==> src/logic/bmx_pkg.sv <==
// constants and types shared by the block move, search and port execution unit
package bmx_pkg;
	// default clocks per T-state of the divider
	localparam int CYCLES_PER_T_DEF = 1;
	// single-byte opcodes of the immediate-port transfers
	localparam logic [7:0] OP_IN_IMM  = 8'hDB;
	localparam logic [7:0] OP_OUT_IMM = 8'hD3;
	// prefixed groups: 101rd0kk for block ops, 01rrr00x for register-port ops
	localparam logic [2:0] GRP_BLOCK  = 3'h5;
	localparam logic [1:0] GRP_REGIO  = 2'h1;
	localparam logic [2:0] REG_NONE   = 3'h6;
	// flag bit positions
	localparam int FS  = 7;
	localparam int FZ  = 6;
	localparam int FH  = 4;
	localparam int FPV = 2;
	localparam int FN  = 1;
	localparam int FC  = 0;
	// machine cycle lengths in T-states
	localparam logic [2:0] T_FOUR  = 3'h4;
	localparam logic [2:0] T_THREE = 3'h3;
	localparam logic [2:0] T_FIVE  = 3'h5;
	// whole-instruction T-state totals
	localparam logic [4:0] T_SINGLE   = 5'h10;
	localparam logic [4:0] T_REPEAT   = 5'h15;
	localparam logic [4:0] T_PORT_REG = 5'h0C;
	// values after reset
	localparam logic [15:0] RST_WORD = 16'h0000;
	localparam logic [7:0]  RST_BYTE = 8'h00;
	// kind of machine cycle
	typedef enum logic [1:0] {K_WAIT, K_RD, K_WR} bmx_kind_e;
	// instruction class
	typedef enum logic [2:0] {C_MOVE, C_CMP, C_BIN, C_BOUT, C_INR, C_OUTR, C_INA, C_OUTA}
		bmx_class_e;
endpackage

==> src/logic/bmx_exec.sv <==
// execution unit for block moves, block searches and port transfers
`timescale 1ns/1ps
`default_nettype none
module bmx_exec #(
	parameter int CYCLES_PER_T = bmx_pkg::CYCLES_PER_T_DEF
) (
	input  wire logic        clk,
	input  wire logic        reset_n,
	input  wire logic        start,
	input  wire logic        opPrefixed,
	input  wire logic [7:0]  opCode,
	input  wire logic [7:0]  immIn,
	input  wire logic [15:0] srcPtrIn,
	input  wire logic [15:0] dstPtrIn,
	input  wire logic [15:0] counterIn,
	input  wire logic [7:0]  accIn,
	input  wire logic [7:0]  flagsIn,
	input  wire logic [7:0]  regIn,
	output logic             ready,
	output logic             done,
	output logic             pcStepBack,
	output logic             refreshPair,
	output logic             intWindow,
	output logic [15:0]      srcPtr,
	output logic [15:0]      dstPtr,
	output logic [15:0]      counter,
	output logic [7:0]       acc,
	output logic [7:0]       flags,
	output logic             regWrite,
	output logic [2:0]       regSel,
	output logic [7:0]       regData,
	output logic             busReq,
	output logic             busWrite,
	output logic             busIo,
	output logic [15:0]      busAddr,
	output logic [7:0]       busWdata,
	input  wire logic        busAck,
	input  wire logic [7:0]  busRdata
);
	typedef enum logic {S_IDLE, S_RUN} bmx_fsm_e;
	typedef struct packed {
		bmx_fsm_e           fsm;
		bmx_pkg::bmx_class_e cls;
		logic               dec;
		logic               rep;
		logic               cont;
		logic [7:0]         div;
		logic [2:0]         phase;
		logic [2:0]         tcnt;
		logic [4:0]         tTot;
		logic               reqOn;
		logic               ackSeen;
		logic               busWrite;
		logic               busIo;
		logic [15:0]        busAddr;
		logic [7:0]         busWdata;
		logic [15:0]        src;
		logic [15:0]        dst;
		logic [15:0]        cnt;
		logic [7:0]         acc;
		logic [7:0]         flags;
		logic [7:0]         imm;
		logic [7:0]         regv;
		logic [2:0]         rSel;
		logic [7:0]         buf0;
		logic [7:0]         buf1;
		logic [1:0]         bufCnt;
		logic               done;
		logic               pcBack;
		logic               refresh;
		logic               intWin;
		logic               regWr;
		logic [7:0]         regData;
	} bmx_state_s;

	bmx_state_s          q;
	bmx_state_s          next_q;
	bmx_pkg::bmx_kind_e  kind;
	logic [2:0]          len;
	logic                tick;
	logic                isBlock;
	logic                bufFull;
	logic                canIssue;
	logic                issued;
	logic                stall;
	logic [15:0]         n16;
	logic [7:0]          n8;
	logic [7:0]          diff;
	logic [15:0]         step;
	logic                decOk;
	bmx_pkg::bmx_class_e decCls;

	// machine cycle lengths per class and index
	function automatic logic [2:0] phaseLen(input bmx_pkg::bmx_class_e c, input logic [2:0] p);
		logic [2:0] r;
		r = bmx_pkg::T_FOUR;
		case (p)
			3'h1: if (c == bmx_pkg::C_BIN || c == bmx_pkg::C_BOUT) begin
				r = bmx_pkg::T_FIVE;
			end else if (c == bmx_pkg::C_INA || c == bmx_pkg::C_OUTA) begin
				r = bmx_pkg::T_THREE;
			end
			3'h2: if (c < bmx_pkg::C_INR) begin
				r = bmx_pkg::T_THREE;
			end
			3'h3: if (c == bmx_pkg::C_MOVE || c == bmx_pkg::C_CMP) begin
				r = bmx_pkg::T_FIVE;
			end
			3'h4: r = bmx_pkg::T_FIVE;
			default: r = bmx_pkg::T_FOUR;
		endcase
		return r;
	endfunction

	// bus activity of each machine cycle
	function automatic bmx_pkg::bmx_kind_e phaseKind(input bmx_pkg::bmx_class_e c,
		input logic [2:0] p);
		bmx_pkg::bmx_kind_e k;
		k = bmx_pkg::K_WAIT;
		if (p == 3'h2) begin
			k = (c == bmx_pkg::C_OUTR || c == bmx_pkg::C_OUTA) ? bmx_pkg::K_WR : bmx_pkg::K_RD;
		end else if (p == 3'h3 && c != bmx_pkg::C_CMP && c < bmx_pkg::C_INR) begin
			k = bmx_pkg::K_WR;
		end
		return k;
	endfunction

	// opcode decode; repeat output forms and the decrementing repeat input are not supported
	always_comb begin
		decOk = 1'b0;
		decCls = bmx_pkg::C_MOVE;
		if (!opPrefixed && opCode == bmx_pkg::OP_IN_IMM) begin
			decOk = 1'b1;
			decCls = bmx_pkg::C_INA;
		end else if (!opPrefixed && opCode == bmx_pkg::OP_OUT_IMM) begin
			decOk = 1'b1;
			decCls = bmx_pkg::C_OUTA;
		end else if (opPrefixed && opCode[7:6] == bmx_pkg::GRP_REGIO && opCode[2:1] == 2'h0) begin
			decOk = 1'b1;
			decCls = opCode[0] ? bmx_pkg::C_OUTR : bmx_pkg::C_INR;
		end else if (opPrefixed && opCode[7:5] == bmx_pkg::GRP_BLOCK && !opCode[2]) begin
			decCls = bmx_pkg::bmx_class_e'({1'b0, opCode[1:0]});
			decOk = !(opCode[4] && (opCode[1] && (opCode[0] || opCode[3])));
		end
	end

	assign kind     = phaseKind(q.cls, q.phase);
	assign len      = phaseLen(q.cls, q.phase);
	assign tick     = (q.div == 8'h00);
	assign isBlock  = (q.cls < bmx_pkg::C_INR);
	assign bufFull  = (q.bufCnt == 2'h2);
	assign canIssue = (kind == bmx_pkg::K_RD) ? !bufFull :
		(q.cls < bmx_pkg::C_INR ? q.bufCnt != 2'h0 : 1'b1);
	assign issued   = q.reqOn || q.ackSeen;
	// an answer sampled in the last T-state ends the machine cycle without a wait
	assign stall    = (kind != bmx_pkg::K_WAIT) && ((q.tcnt == 3'h0 && !issued && !canIssue)
		|| (q.tcnt == len - 3'h1 && !q.ackSeen && !(q.reqOn && busAck)));
	assign n16      = q.cnt - 16'h0001;
	assign n8       = q.cnt[15:8] - 8'h01;
	assign diff     = q.acc - q.buf0;
	assign step     = q.dec ? 16'hFFFF : 16'h0001;

	// next state of the whole unit
	always_comb begin
		next_q = q;
		next_q.done = 1'b0;
		next_q.pcBack = 1'b0;
		next_q.refresh = 1'b0;
		next_q.intWin = 1'b0;
		next_q.regWr = 1'b0;
		next_q.div = tick ? 8'(CYCLES_PER_T - 1) : q.div - 8'h01;
		case (q.fsm)
			S_IDLE: if (start && decOk) begin
				next_q.fsm = S_RUN;
				next_q.cls = decCls;
				next_q.dec = opCode[3];
				next_q.rep = opCode[4] && decCls < bmx_pkg::C_INR;
				next_q.div = 8'(CYCLES_PER_T - 1);
				next_q.phase = 3'h0;
				next_q.tcnt = 3'h0;
				next_q.tTot = 5'h00;
				next_q.ackSeen = 1'b0;
				next_q.bufCnt = 2'h0;
				next_q.src = srcPtrIn;
				next_q.dst = dstPtrIn;
				next_q.cnt = counterIn;
				next_q.acc = accIn;
				next_q.flags = flagsIn;
				next_q.imm = immIn;
				next_q.regv = regIn;
				next_q.rSel = opCode[5:3];
			end
			S_RUN: begin
				// bus answer: reads fill the buffer, block writes drain it
				if (q.reqOn && busAck) begin
					next_q.reqOn = 1'b0;
					next_q.ackSeen = 1'b1;
					if (!q.busWrite) begin
						if (q.bufCnt == 2'h0) begin
							next_q.buf0 = busRdata;
						end else begin
							next_q.buf1 = busRdata;
						end
						next_q.bufCnt = q.bufCnt + 2'h1;
					end else if (isBlock) begin
						next_q.buf0 = q.buf1;
						next_q.bufCnt = q.bufCnt - 2'h1;
					end
				end
				if (tick && !stall) begin
					next_q.tTot = q.tTot + 5'h01;
					next_q.tcnt = q.tcnt + 3'h1;
					// bus cycle launch at the first T-state
					if (q.tcnt == 3'h0 && kind != bmx_pkg::K_WAIT) begin
						next_q.reqOn = 1'b1;
						next_q.busWrite = (kind == bmx_pkg::K_WR);
						next_q.busIo = 1'b1;
						next_q.busWdata = q.buf0;
						case (q.cls)
							bmx_pkg::C_MOVE: begin
								next_q.busIo = 1'b0;
								next_q.busAddr = next_q.busWrite ? q.dst : q.src;
							end
							bmx_pkg::C_CMP: begin
								next_q.busIo = 1'b0;
								next_q.busAddr = q.src;
							end
							bmx_pkg::C_BIN: begin
								next_q.busIo = !next_q.busWrite;
								next_q.busAddr = next_q.busWrite ? q.src : q.cnt;
							end
							bmx_pkg::C_BOUT: begin
								next_q.busIo = next_q.busWrite;
								next_q.busAddr = next_q.busWrite ? q.cnt : q.src;
							end
							bmx_pkg::C_INR: next_q.busAddr = q.cnt;
							bmx_pkg::C_OUTR: begin
								next_q.busAddr = q.cnt;
								next_q.busWdata = q.regv;
							end
							bmx_pkg::C_INA: next_q.busAddr = {q.acc, q.imm};
							bmx_pkg::C_OUTA: begin
								next_q.busAddr = {q.acc, q.imm};
								next_q.busWdata = q.acc;
							end
							default: next_q.busAddr = q.src;
						endcase
					end
					// machine cycle end
					if (q.tcnt == len - 3'h1) begin
						next_q.tcnt = 3'h0;
						next_q.ackSeen = 1'b0;
						next_q.phase = q.phase + 3'h1;
						if (isBlock && q.phase == 3'h3) begin
							next_q.src = q.src + step;
							case (q.cls)
								bmx_pkg::C_MOVE: begin
									next_q.dst = q.dst + step;
									next_q.cnt = n16;
									next_q.flags[bmx_pkg::FH] = 1'b0;
									next_q.flags[bmx_pkg::FN] = 1'b0;
									next_q.flags[bmx_pkg::FPV] = !q.rep && n16 != 16'h0000;
									next_q.cont = q.rep && n16 != 16'h0000;
								end
								bmx_pkg::C_CMP: begin
									next_q.cnt = n16;
									next_q.flags[bmx_pkg::FS] = diff[7];
									next_q.flags[bmx_pkg::FZ] = (diff == 8'h00);
									next_q.flags[bmx_pkg::FH] = q.acc[3:0] < q.buf0[3:0];
									next_q.flags[bmx_pkg::FPV] = n16 != 16'h0000;
									next_q.flags[bmx_pkg::FN] = 1'b1;
									next_q.cont = q.rep && n16 != 16'h0000 && diff != 8'h00;
								end
								default: begin
									next_q.cnt[15:8] = n8;
									next_q.flags[bmx_pkg::FZ] = (n8 == 8'h00);
									next_q.flags[bmx_pkg::FN] = 1'b1;
									next_q.cont = q.rep && n8 != 8'h00;
								end
							endcase
							if (!next_q.cont) begin
								next_q.fsm = S_IDLE;
								next_q.done = 1'b1;
								next_q.refresh = q.rep;
								next_q.intWin = q.rep;
							end
						end else if (isBlock && q.phase == 3'h4) begin
							// extra cycle, then refetch of the same instruction
							next_q.fsm = S_IDLE;
							next_q.done = 1'b1;
							next_q.pcBack = 1'b1;
							next_q.refresh = 1'b1;
							next_q.intWin = 1'b1;
						end else if (!isBlock && q.phase == 3'h2) begin
							next_q.fsm = S_IDLE;
							next_q.done = 1'b1;
							next_q.cont = 1'b0;
							if (q.cls == bmx_pkg::C_INA) begin
								next_q.acc = q.buf0;
							end else if (q.cls == bmx_pkg::C_INR) begin
								next_q.regWr = (q.rSel != bmx_pkg::REG_NONE);
								next_q.regData = q.buf0;
								next_q.flags[bmx_pkg::FS] = q.buf0[7];
								next_q.flags[bmx_pkg::FZ] = (q.buf0 == 8'h00);
								next_q.flags[bmx_pkg::FH] = 1'b0;
								next_q.flags[bmx_pkg::FPV] = ~^q.buf0;
								next_q.flags[bmx_pkg::FN] = 1'b0;
							end
						end
					end
				end
			end
			default: next_q.fsm = S_IDLE;
		endcase
	end

	// state register, synchronous reset
	always_ff @(posedge clk) begin
		if (!reset_n) begin
			q <= '0;
		end else begin
			q <= next_q;
		end
	end

	assign ready       = (q.fsm == S_IDLE);
	assign done        = q.done;
	assign pcStepBack  = q.pcBack;
	assign refreshPair = q.refresh;
	assign intWindow   = q.intWin;
	assign srcPtr      = q.src;
	assign dstPtr      = q.dst;
	assign counter     = q.cnt;
	assign acc         = q.acc;
	assign flags       = q.flags;
	assign regWrite    = q.regWr;
	assign regSel      = q.rSel;
	assign regData     = q.regData;
	assign busReq      = q.reqOn;
	assign busWrite    = q.busWrite;
	assign busIo       = q.busIo;
	assign busAddr     = q.busAddr;
	assign busWdata    = q.busWdata;

	// start values kept for checking
	logic [15:0] srcAt;
	logic [15:0] dstAt;
	logic [7:0]  flagsAt;
	always_ff @(posedge clk) begin
		if (ready && start) begin
			srcAt <= srcPtrIn;
			dstAt <= dstPtrIn;
			flagsAt <= flagsIn;
		end
	end
endmodule
`default_nettype wire

==> config.mk <==
export PLATFORM = sky130hd
export DESIGN_NAME = bmx_exec
export DESIGN_NICKNAME = d
export VERILOG_FILES = /design/src/logic/bmx_pkg.sv /design/src/logic/bmx_exec.sv
export SDC_FILE = /design/constraint.sdc
export NUM_CORES = 1
export LEC_CHECK = 0
export BUFFER_PORTS_ARGS = -buffer_cell sky130_fd_sc_hd__buf_2
export CORE_ASPECT_RATIO = 0.9
export CORE_UTILIZATION = 36
export CTS_CLUSTER_DIAMETER = 100
export DETAILED_ROUTE_END_ITERATION = 6
export MAX_ROUTING_LAYER = met4
export SLEW_MARGIN = 40
export SYNTH_ARGS = -nofsm -noshare
export SYNTH_HDL_FRONTEND = slang
export SYNTH_SLANG_ARGS = --single-unit
export TNS_END_PERCENT = 5
==> constraint.sdc <==
create_clock -name clk -period 8.45 [get_ports clk]
set_clock_uncertainty 0.15 [all_clocks]
set_input_delay 0.4225 -clock clk [delete_from_list [all_inputs] [get_ports clk]]
set_output_delay 0.4225 -clock clk [all_outputs]
set_load 0.02 [all_outputs]
==> run_results.csv <==
group,metric,value,unit
run_status,status,"finished, final reports clean",
cts,post_cts_buffers,0,
detailed_routing,drt-pass1-iter-count,6,
setup_path,start_kind,"flip-flop",
floorplan,core,28300,sq um
pwr,power.density,158.9,nW/um^2
sta,fmax,218.1,MHz
placed_design,dp_cells,1730,
placed_design,placed_cell_area,11110,sq um
cells_and_area,drive_gt1_share,20.83,%
synth,syn_area,10500,sq um
floorplan,io_pins,209,
setup_path,cp_cell_sequence,"and2_1 > nand2_1 > nand2_1 > nand2_1 > ha_1 > xor2_1 > xnor2_1 > nor4_4 > a21boi_4 > and3_1 > nand2_1 > o21ai_0",
detailed_routing,drt-initial-drc-count,900,
placed_design,hpwlAfterDp,25630,microns
setup_path,arrival,4.77,ns
cells_and_area,fin_area,11740,sq um
placed_design,numPortBuffers,208,
sta,relSlewSlack,44.72,%
worst_hold_path,min_path_type,"input port to flip-flop",
global_routing,overflow,0,
pwr,power.share.sequential,42.3,%
synth,ys.flop_type,"dfxtp_1",
synth,synth.most_common_cell,"nand2_1",
pwr,peakVddDrop,0.1365,mV
setup_path,worstPathMaxFanout,20,
setup_path,cpMostUsedCell,"nand2_1",
cts,cts_sinks,160,
pwr,p_leak,4.810,nW
synth,async_flop_share,0,%
global_routing,grt_pass1_wl,52120,microns
sta,period_needed,4.586,ns
detailed_routing,vias,9907,
synth,synthDistinctLibCells,75,
detailed_routing,avgViaCountPerCell,5.623,
pwr,total_power,1.866,mW
sta,drv_slew,0,
detailed_routing,drc,0,
setup_path,cp-end-kind,"flip-flop",
sta,finalCritPeriodShare,54.27,%
job,cap_violations,0,
cells_and_area,syn_to_final_growth,11.87,%
pwr,switching_share,27.54,%
cts,postCtsHoldBufs,0,
sta,finalSetupViolCount,0,
cts,clock_path_buffers,2,
cells_and_area,nets,1546,
synth,syn_area_per_cell,7.909,sq um
pwr,p_clk_share,44.1,%
floorplan,rows,58,
pwr,p_comb_share,13.6,%
global_routing,grt_pass1_vias,9042,
cells_and_area,seqCellArea,3204,sq um
synth,synth.area.top_cells,"dfxtp_1 31%, buf_4 7.3%, nand2_1 6.5%",
sta,worst_slew_pin_slew,0.8292,ns
floorplan,die_h,164.0,microns
detailed_routing,routed_wl,34350,microns
sta,finalSetupTns,0,ns
cts,clk-insertion-delay-late,0.43,ns
synth,syn_nets,1484,
global_routing,track_usage,23.21,%
synth,yosysWarnings,0,
floorplan,die_area,29840,sq um
cts,cts-resized-gates,0,
cts,clk_pin_slew,0.07,ns
synth,ys_seq_area_share,30.52,%
global_routing,grt_start_max_net_pins,91,
setup_path,crit_slowest_cell,"dfxtp_1",
pwr,internal_power,1.352,mW
cts,cts_tree,"built",
placed_design,gp_congestion,0.9415,
setup_path,critical_path.max_stage_delay,0.77,ns
synth,synth_top_area_share,30.52,%
synth,synth_cells,1327,
sta,hold_violations,0,
cells_and_area,fillers,2938,
global_routing,antenna_found_initial,0,
cts,cts-buffers-inserted,17,
setup_path,worstPathRequired,8.64,ns
setup_path,worstSetupPathType,"flip-flop to flip-flop",
synth,yosysTopAreaCell,"dfxtp_1",
cells_and_area,diodes,0,
cells_and_area,multi_input_area,6125,sq um
cells_and_area,layoutNonFillerInstCount,1762,
detailed_routing,wl_per_cell,19.49,microns
synth,synth-edff-count,0,
cts,root_buffer,"clkbuf_16",
pwr,switchingPower,0.5137,mW
floorplan,start_util,37.08,%
cells_and_area,final_util,41.49,%
detailed_routing,postRouteAntennaNets,0,
cts,h-tree-depth,4,
sta,rsz0062_at_grt,"no",
floorplan,dieWidth,182.0,microns
synth,ys_ff_latch,160,
synth,synthTopCellsByCount,"183 x nand2_1, 160 x dfxtp_1, 116 x nor2_1, 102 x buf_4, 89 x a21oi_1",
## cell families (layout without fill, tap and decap cells)
kind of cell / Yosys count / after routing / synth area share, %
AOI/OAI and AO/OA: 368 / 368 / 24.69
xor gates and xnor gates: 52 / 52 / 4.471
adders and majority gates: 56 / 56 / 6.891
buffers and inverters: 219 / 294 / 11.74
DFF: 160 / 160 / 30.52
muxes: 27 / 27 / 2.575
and+or+nand+nor: 445 / 445 / 19.11
## layout make-up
type / instances / area share (%)
clock buffers: 19 / 3.858
clock inverters: 13 / 1.503
inverters: 41 / 1.321
multi-input cells: 948 / 52.16
flip-flops and latches: 160 / 27.29
well taps: 360 / 3.836
repair buffers: 221 / 10.03
## critical path: cells and delay by family (launching register included)
kind / cells / cell delay [ns]
AOI/OAI and AO/OA: 2 / 0.86
xor gates and xnor gates: 2 / 0.39
DFF: 1 / 0.77
adders and majority gates: 1 / 0.18
and+or+nand+nor: 7 / 2.13
## cell usage in the layout, fill, tap and decap left out, types with 30 or more instances in the layout
master    netlist  final
inv_1          40     40
a21oi_1        89     89
buf_2          22    208
o21ai_0        46     45
ha_1           53     53
dfxtp_1       160    159
nand2_1       183    183
nand3_1        41     41
xnor2_1        30     30
a221oi_1       46     46
nor3_1         37     35
nor2_1        116    113
## power groups by stage
stage                     clock network [mW]  logic [mW]  registers (mW)
after floorplan                            0       0.170           0.793
after global placement                     0       0.232           0.805
after detailed placement                   0       0.251           0.806
after CTS                              0.835       0.251           0.789
after global routing                   0.868       0.273           0.791
final                                  0.823       0.253           0.790
## routing by layer
metal	up-vias	track usage (%)	routed length, microns
met5	-	-	0
met4	0	4.698	431
met3	30	4.146	2299
met2	354	35.87	15490
met1	4698	31.68	16120
li1	4825	-	-
## state kept, by name, summed over array words and instances (netlist names), 3 cells and up
name and cells:
srcPtr 16, busAddr 16, q 54, counter 16
acc 8, regSel 3, flags 8, dstPtr 16
busWdata 8, regData 8
## per-stage QoR
step                hold WS (ns)  setup slack (ns)
floorplan                 0.2633             5.147
global placement          0.2806             3.503
detailed placement        0.2915             3.809
CTS                      0.06915             3.778
global route             0.08166             3.581
finish                   0.08094             3.864
## path summary, 6_finish.rpt
kind                      end  depth (start not counted)  slack, ns        from
hold reg to reg    regData[1]                          2       0.30  regData[1]
hold / removal          q[37]                          3       0.08    regIn[3]
setup reg to reg  busAddr[14]                         12       3.86      q[166]
setup / recovery  busAddr[14]                         12       3.86      q[166]
No activity file was read; power rests on OpenSTA's default activity.
